<file path="config.mk">
export PLATFORM = sky130hd
export DESIGN_NAME = mtc_tx_config
export DESIGN_NICKNAME = d
export VERILOG_FILES = /design/src/include/mtc_pkg.sv /design/src/hdl/mtc_tx_config.sv
export SDC_FILE = /design/constraint.sdc
export NUM_CORES = 1
export LEC_CHECK = 0
export BUFFER_PORTS_ARGS = -buffer_cell sky130_fd_sc_hd__buf_4
export CAP_MARGIN = 15
export CORE_ASPECT_RATIO = 1.2
export CORE_MARGIN = 2
export CORE_UTILIZATION = 55
export DETAILED_ROUTE_END_ITERATION = 8
export GPL_TIMING_DRIVEN = 0
export PLACE_DENSITY_LB_ADDON = 0.05
export SETUP_SLACK_MARGIN = 0.5
export SKIP_CTS_REPAIR_TIMING = 1
export SYNTH_ARGS = -nofsm -noshare
export SYNTH_HDL_FRONTEND = slang
export SYNTH_SLANG_ARGS = --single-unit
</file>
<file path="constraint.sdc">
create_clock -name core_clk -period 5.7 [get_ports core_clk]
set_input_delay 1.71 -clock core_clk [delete_from_list [all_inputs] [get_ports core_clk]]
set_output_delay 1.71 -clock core_clk [all_outputs]
set_load 0.01 [all_outputs]
</file>
<file path="src/include/mtc_pkg.sv">
package mtc_pkg;

  // ---------------------------------------------------------------
  // Register addresses
  // ---------------------------------------------------------------
  localparam logic [15:0] TX_STATUS_ADDR = 16'hff47;
  localparam logic [15:0] TX_CONTROL_ADDR = 16'hff4c;
  localparam logic [15:0] BASE_CLOCK_SELECT_ADDR = 16'hff4d;
  localparam logic [15:0] BAUD_DIVISOR_ADDR = 16'hff4e;

  // ---------------------------------------------------------------
  // Reset values and writable masks
  // ---------------------------------------------------------------
  localparam logic [7:0] TX_CONTROL_RST = 8'h10;
  localparam logic [7:0] BASE_CLOCK_SELECT_RST = 8'h00;
  localparam logic [7:0] BAUD_DIVISOR_RST = 8'h1f;
  localparam logic [7:0] TX_STATUS_RST = 8'h00;
  localparam logic [7:0] TX_CONTROL_MASK = 8'h93;
  localparam logic [7:0] BASE_CLOCK_SELECT_MASK = 8'h07;
  localparam logic [7:0] BAUD_DIVISOR_MASK = 8'h1f;

  // ---------------------------------------------------------------
  // Field positions
  // ---------------------------------------------------------------
  localparam int OP_ENABLE_BIT = 7;
  localparam int FIRST_BIT_ORDER_BIT = 4;
  localparam int OUTPUT_FORMAT_BIT = 1;
  localparam int IDLE_LEVEL_BIT = 0;
  localparam int TX_IN_PROGRESS_BIT = 7;

  // ---------------------------------------------------------------
  // Divider constants
  // ---------------------------------------------------------------
  localparam logic [2:0] BASE_SEL_MAX = 3'h5;
  localparam logic [4:0] DIVISOR_MIN = 5'h05;
  localparam logic [4:0] K_FLOOR = 5'h04;
  localparam logic [4:0] PRESC_ONES = 5'h1f;
  localparam logic [4:0] CNT_ONE = 5'h01;

  // ---------------------------------------------------------------
  // Processor-side access
  // ---------------------------------------------------------------
  typedef struct packed {
    logic rd;
    logic wr;
    logic bitWr;
    logic [2:0] bitSel;
    logic bitVal;
    logic [15:0] addr;
    logic [7:0] wdata;
  } mtc_busreq_t;

endpackage

</file>
<file path="src/hdl/mtc_tx_config.sv">
`timescale 1ns/1ps

// Behaviour
// - Enable bit clear puts transmitter in stop mode; no transmission.
// - tx_control resets to 10H; fields at bits 7,4,1,0; others zero.
// - First-bit order: 0 selects MSB first, 1 selects LSB first.
// - Output format: 0 Manchester, 1 plain bit-sequential output.
// - Suspended output holds the idle level field value.
// - tx_control takes bit and byte writes; others byte writes only.
// - base_clock_select resets to 00H; 3-bit select, upper bits zero.
// - Base clock is peripheral clock over 2^sel; codes 6,7 prohibited.
// - baud_divisor resets to 1FH; 5-bit field, upper bits zero.
// - Counter divides base clock by k; values 0 to 4 give 4.
// - Baud clock is counter output halved: rate base over 2k.
// - Reset or clearing enable clears the status register.
// - Manchester output is shift bit XOR baud clock.
module mtc_tx_config (
  // Clock and reset.
  input wire logic core_clk,
  input wire logic srst,
  // Processor access.
  input wire mtc_pkg::mtc_busreq_t busReq,
  output logic [7:0] busRdata,
  // Shift path.
  input wire logic shiftBit,
  input wire logic txActive,
  output logic opEnable,
  output logic firstBitLsb,
  output logic baudClk,
  output logic baudTick,
  // Serial line.
  output logic codedSerialOut
);

  // ---------------------------------------------------------------
  // Helpers
  // ---------------------------------------------------------------
  function automatic logic [4:0] kDecode(input logic [4:0] field);
    kDecode = (field < mtc_pkg::DIVISOR_MIN) ? mtc_pkg::K_FLOOR : field;
  endfunction

  function automatic logic [4:0] selMask(input logic [2:0] sel);
    selMask = ~(mtc_pkg::PRESC_ONES << sel);
  endfunction

  // ---------------------------------------------------------------
  // Registers
  // ---------------------------------------------------------------
  logic [7:0] txControl_r;
  logic [7:0] txControl_nxt;
  logic [7:0] baseSel_r;
  logic [7:0] baseSel_nxt;
  logic [7:0] divisor_r;
  logic [7:0] divisor_nxt;
  logic txFlag_r;
  logic [4:0] presc_r;
  logic [4:0] kCnt_r;
  logic baudClk_r;
  logic baudTick_r;
  logic serialOut_r;
  logic [7:0] rdata_r;

  // ---------------------------------------------------------------
  // Access decode
  // ---------------------------------------------------------------
  wire hitCtl0 = busReq.addr == mtc_pkg::TX_CONTROL_ADDR;
  wire hitCtl1 = busReq.addr == mtc_pkg::BASE_CLOCK_SELECT_ADDR;
  wire hitCtl2 = busReq.addr == mtc_pkg::BAUD_DIVISOR_ADDR;
  wire hitStat = busReq.addr == mtc_pkg::TX_STATUS_ADDR;
  wire byteWr0 = busReq.wr && hitCtl0;
  wire bitWr0 = busReq.bitWr && !busReq.wr && hitCtl0;
  wire byteWr1 = busReq.wr && hitCtl1;
  wire byteWr2 = busReq.wr && hitCtl2;
  wire [7:0] bitOne = 8'h01 << busReq.bitSel;
  wire [7:0] bitMerged = busReq.bitVal ? (txControl_r | bitOne)
                                       : (txControl_r & ~bitOne);

  // Bit writes reach tx_control only; masks drop fixed-zero bits.
  wire [7:0] byteCtl0 = busReq.wdata & mtc_pkg::TX_CONTROL_MASK;
  wire [7:0] bitCtl0 = bitMerged & mtc_pkg::TX_CONTROL_MASK;
  wire [7:0] byteCtl1 = busReq.wdata & mtc_pkg::BASE_CLOCK_SELECT_MASK;
  wire [7:0] byteCtl2 = busReq.wdata & mtc_pkg::BAUD_DIVISOR_MASK;
  assign txControl_nxt = byteWr0 ? byteCtl0
                       : bitWr0 ? bitCtl0
                       : txControl_r;
  assign baseSel_nxt = byteWr1 ? byteCtl1 : baseSel_r;
  assign divisor_nxt = byteWr2 ? byteCtl2 : divisor_r;

  wire enable = txControl_r[mtc_pkg::OP_ENABLE_BIT];
  wire plainFmt = txControl_r[mtc_pkg::OUTPUT_FORMAT_BIT];
  wire idleLevel = txControl_r[mtc_pkg::IDLE_LEVEL_BIT];
  wire [7:0] statusVal = {txFlag_r, 7'h00};

  wire [7:0] readMux = hitCtl0 ? txControl_r
                     : hitCtl1 ? baseSel_r
                     : hitCtl2 ? divisor_r
                     : hitStat ? statusVal
                     : 8'h00;

  always_ff @(posedge core_clk) begin
    if (srst) begin
      txControl_r <= mtc_pkg::TX_CONTROL_RST;
      baseSel_r <= mtc_pkg::BASE_CLOCK_SELECT_RST;
      divisor_r <= mtc_pkg::BAUD_DIVISOR_RST;
      rdata_r <= 8'h00;
    end else begin
      txControl_r <= txControl_nxt;
      baseSel_r <= baseSel_nxt;
      divisor_r <= divisor_nxt;
      rdata_r <= busReq.rd ? readMux : rdata_r;
    end
  end

  // ---------------------------------------------------------------
  // Status
  // ---------------------------------------------------------------
  always_ff @(posedge core_clk) begin
    if (srst) begin
      txFlag_r <= 1'b0;
    end else if (!enable) begin
      txFlag_r <= 1'b0;
    end else begin
      txFlag_r <= txActive;
    end
  end

  // ---------------------------------------------------------------
  // Baud generation
  // ---------------------------------------------------------------
  wire [2:0] selCode = baseSel_r[2:0];
  wire selLegal = selCode <= mtc_pkg::BASE_SEL_MAX;
  wire [4:0] mask = selMask(selCode);
  // Prohibited select codes produce no base ticks at all.
  wire baseTick = enable && selLegal && ((presc_r & mask) == mask);
  wire [4:0] kVal = kDecode(divisor_r[4:0]);
  wire kWrap = kCnt_r == (kVal - mtc_pkg::CNT_ONE);

  always_ff @(posedge core_clk) begin
    if (srst || !enable) begin
      presc_r <= 5'h00;
      kCnt_r <= 5'h00;
      baudClk_r <= 1'b0;
      baudTick_r <= 1'b0;
    end else begin
      presc_r <= presc_r + mtc_pkg::CNT_ONE;
      baudTick_r <= baseTick && kWrap && !baudClk_r;
      if (baseTick) begin
        kCnt_r <= kWrap ? 5'h00 : kCnt_r + mtc_pkg::CNT_ONE;
        baudClk_r <= kWrap ? !baudClk_r : baudClk_r;
      end
    end
  end

  // ---------------------------------------------------------------
  // Serial output
  // ---------------------------------------------------------------
  wire sending = enable && txActive;
  wire dataLevel = plainFmt ? shiftBit
                            : (shiftBit ^ baudClk_r);
  wire outNxt = sending ? dataLevel : idleLevel;

  always_ff @(posedge core_clk) begin
    if (srst) begin
      serialOut_r <= 1'b0;
    end else begin
      serialOut_r <= outNxt;
    end
  end

  assign busRdata = rdata_r;
  assign opEnable = enable;
  assign firstBitLsb = txControl_r[mtc_pkg::FIRST_BIT_ORDER_BIT];
  assign baudClk = baudClk_r;
  assign baudTick = baudTick_r;
  assign codedSerialOut = serialOut_r;
endmodule

</file>
Yosys cells after proc, flatten, opt, wreduce, memory -nomap -nowiden:

Cells that the tools add are included.

* word-level logic and storage cells: 58
* input bits: 35
* bits in read-only memories: 0
* latch bits: 0
* memories kept: 0
* output and inout bits: 13
* flip-flop bits (word level): 34
* RAM bits: 0

* equal/unequal tests: 6
* $add $sub $neg: 3
* reductions and logical operators: 17
* multiply operators: 0
* order comparisons: 2
* bitwise gates (word level): 7
* div/mod/pow operators: 0
* shift operators: 2
* muxes and demuxes: 11

Operator list (number)
* 16-bit == test, second input constant: 4
* 8-bit two-way mux: 7
* 5-bit by 1-bit adder with 5-bit output, second input constant: 2
* 5-bit == test: 2
* 1-bit logical AND: 10
* 5-bit two-way mux: 2
* 8-bit AND: 1
* 8-bit inverter: 1
* 8-bit OR: 1
* 1-bit by 3-bit << shifter with 8-bit output, first input constant: 1
* 5-bit AND: 1
* 5-bit by 3-bit less-than comparator with 1-bit output, second input constant: 1
* 5-bit inverter: 1
* 5-bit by 3-bit << shifter with 5-bit output, first input constant: 1
* 5-bit by 1-bit subtractor with 5-bit output, second input constant: 1
* 3-bit less-or-equal comparator, second input constant: 1
* 1-bit logical NOT: 3
* 1-bit two-way mux: 2
* 2-bit AND reduction: 1
* 2-bit nonzero test: 1
* 2-bit OR reduction: 1
* 1-bit logical OR: 1
* 1-bit inverter: 1
* 1-bit XOR: 1

Logic depth before layout (Yosys ltp):

* depth in word-level cells: 7
* mapped depth: 9
* depth with buffers taken out: 8

Worst setup path after synthesis:

OpenSTA, ideal clock, no wires.

* path type: input-to-reg
* start point: input port busReq[13] in the netlist's numbering
* end point: register with a tool-made name
* stages on the path: 6
* data arrival time: 3.502 ns
* required time: 5.570 ns
* buffers on the path: 0
* setup time: 0.130 ns
* path slack: 2.068 ns
* cells stage by stage: or4b_1 or4_4 nor4_4 nor3b_1 nor2b_1 nor4_1

RTL lines
* start, declared: RTL line mtc_tx_config.sv:22 `input wire mtc_pkg::mtc_busreq_t busReq,`

==> metrics.cfg <==
[worst_hold_path]
hold-path-endpoint=busRdata[4]
worst_hold_path.num_cells=2
timing.hold.worst.start=busRdata[4]
min-delay-path-class=flip-flop to flip-flop

[synth]
number_of_standard_cells_after_synthesis=210
post_synth_top_area_share_pct=37.5
ys_seq_elements=32
async_flop_share_pct=0
synth-main-ff-cell=dfxtp_1
yosys.area.top_type=dfxtp_1
synth_edf_count=0
yosys_warnings=0
synth.distinct_cells=42
synth_area_leaders=dfxtp_1 (37%), nor2_1 (6.1%), a21oi_1 (4.4%), nand2_1 (3.7%), xor2_1 (3.6%)
mappedNetlistArea_um2=1710
synth.avg_cell_area_um2=8.14
synth_sequential_area_ratio_pct=37.5

[place]
gp_congestion=0.752
place_area_um2=2070
placed_cells=288
detailedPlace.worstSlack_ps=1780
port-buffer-count=41
dp_hpwl_mm=2.81

[route]
detail-route-antenna-nets=0
wl_met3_um=201
drcViolationCount=0
drt_pass1_iterations=4
routed_wirelength_mm=3.66
drt-vias-per-instance=5.52
num_vias=1635
wl_per_cell_um=12.4
highest_layer=met4
drtIter0Drc=14
wl_met2_mm=1.78
routedLengthMet1_mm=1.61

[worst_setup_path]
startpoint_type=input port
cp_data_required_time_ps=5910
reg2reg_slack_ps=3300
cp-end-kind=flip-flop
endpoint_of_the_worst_slack_reg_to_reg_timing_path=kCnt_r[0]
crit-reg2reg-launch=divisor_r[2]
arrival_ps=3770
path_max_fanout=9
r2r_cells=9
criticalPathCategory=input port to flip-flop

[global_route]
overflow=0
number_of_global_route_vias_before_repair=1480
global_route.usage.total_pct=23.8
grt_start_max_net_pins=11
first_pass_grt_wire_length_mm=6.27
grt_antenna_before_repair=0

[sta]
slew_headroom_pct=62.2
tightest_slew_ps=562
timing.hold.ws_ps=479
setup_slack_ps=2130
share_of_the_clock_period_used_by_the_worst_path_after_layout_pct=62.6
final_hold_viol_count=0
clock_skew_ps=10.0
achievable-frequency_ghz=0.280
finalSetupTns_ps=0
rsz0062_at_grt=no
finalCriticalPeriod_ps=3570
timing.final.setup_violations=0
timing_max_transition_violations_final=0

[finish]
post_layout_nonfiller_instances=296
layout_commonest_cell=buf_4
post-route-util_pct=72.0
filler_cell_count=258
final_cell_mix=buf_4 (44), dfxtp_1 (32), nor2_1 (28)
syn_to_final_growth_pct=26.4
final_net_count=297
final_design_area_no_fill_um2=2160
post_route_cells_drive_above_1_share_pct=23.1
antenna_diodes=0

[clocking]
clock_tree_from_tritoncts=done
sinks_on_the_clock_net=32
clk-insertion-delay-late_ps=330
cts.htree.levels=2
cts-buffers-inserted=5
clkSlewWorstSetupHoldPaths_ps=100
clockRootBuffer=clkbuf_4
number_of_buffers_on_the_longest_clock_path=2

[power]
static-leakage-power_nw=0.871
power.ir.vdd_worst_mv=0.233
sequentialPowerShare_pct=49.5
fin_total_pwr_mw=0.452
internal-power_mw=0.360
power.net_switching_mw=0.0915
power_density_nw_per_um2=209
clock_power_share_pct=42.5
combinational_power_share_pct=8.0
switching_share_pct=20.2

[run_status]
outcome=finished, final reports clean

[floorplanning]
die_x_um=54.9
floorplan.initialDensity_pct=57.0
coreArea_um2=3000
core.rowCount=22
vertical_die_dimension_um=65.1
fp.dieArea_um2=3570
ios=48

[job]
reported_max_cap_violation_count=0

worst max-delay path: stages:
cell and delay, ps:
buf_4 100, or4b_1 510, or4_4 560, nor4_4 390, nor3b_1 280, nor2b_1 160, nor4_1 50
worst max path at each step:
stage,from,end,slack [ps],cells past startpoint
2_1_floorplan,busReq[13],flip-flop,2070,6
3_5_place_dp,busReq[13],flip-flop,1780,7
4_1_cts,busReq[13],flip-flop,2140,7
3_3_place_gp,busReq[13],flip-flop,1780,7
6_report,busReq[13],flip-flop,2130,7
5_1_grt,busReq[13],flip-flop,2060,7
cells in the mapped netlist, types with 3 or more instances:
| cell | n |
|---|---|
| dfxtp_1 | 32 |
| nor2_1 | 28 |
| nand2_1 | 17 |
| a21oi_1 | 15 |
| inv_1 | 11 |
| nand3_1 | 11 |
| nand2b_1 | 8 |
| o21ai_0 | 8 |
| clkbuf_1 | 7 |
| xor2_1 | 7 |
| a211o_1 | 5 |
| nand4_1 | 5 |
| nor2b_1 | 4 |
| xnor2_1 | 4 |
| a211oi_1 | 3 |
| a32oi_1 | 3 |
| buf_4 | 3 |
| ha_1 | 3 |
| mux2_2 | 3 |
| nor3_1 | 3 |
| nor4_1 | 3 |
| o31ai_1 | 3 |
per-layer routing:
metal | vias to the layer above | global-route usage [%]
li1 | 839 | -
met1 | 737 | 28.1
met2 | 51 | 39.3
met3 | 8 | 7.83
met4 | 0 | 8.23
met5 | - | 0
power by group through the flow:
stage	combinational [mW]	sequential [mW]	clock, mW
5_1_grt	0.0401	0.224	0.205
2_1_floorplan	0.0143	0.229	0
3_5_place_dp	0.0361	0.229	0
3_3_place_gp	0.0358	0.229	0
4_1_cts	0.0362	0.224	0.195
6_report	0.0360	0.224	0.192
cell type report:
class                      instances  area [um2]  share of cell area (%)
sequential                        32         641                    29.6
clock buffer                       7        65.1                    3.01
clock inverter                     1        30.0                    1.39
tap                               36        45.0                    2.08
multi-input combinational        156         968                    44.8
buffer                            12        62.6                    2.90
inverter                          11        41.3                    1.91
timing repair buffer              41         308                    14.2
cell families after synthesis:
| family | after synthesis | synth area share [%] |
|---|---|---|
| and+or+nand+nor | 89 | 27.0 |
| AOI/OAI and AO/OA | 46 | 18.2 |
| DFF | 32 | 37.5 |
| buffers and inverters | 23 | 6.08 |
| xor gates and xnor gates | 11 | 5.64 |
| muxes | 5 | 3.15 |
| adders and majority gates | 3 | 2.20 |
| other | 1 | 0.219 |
(Power assumes the default switching activity.)
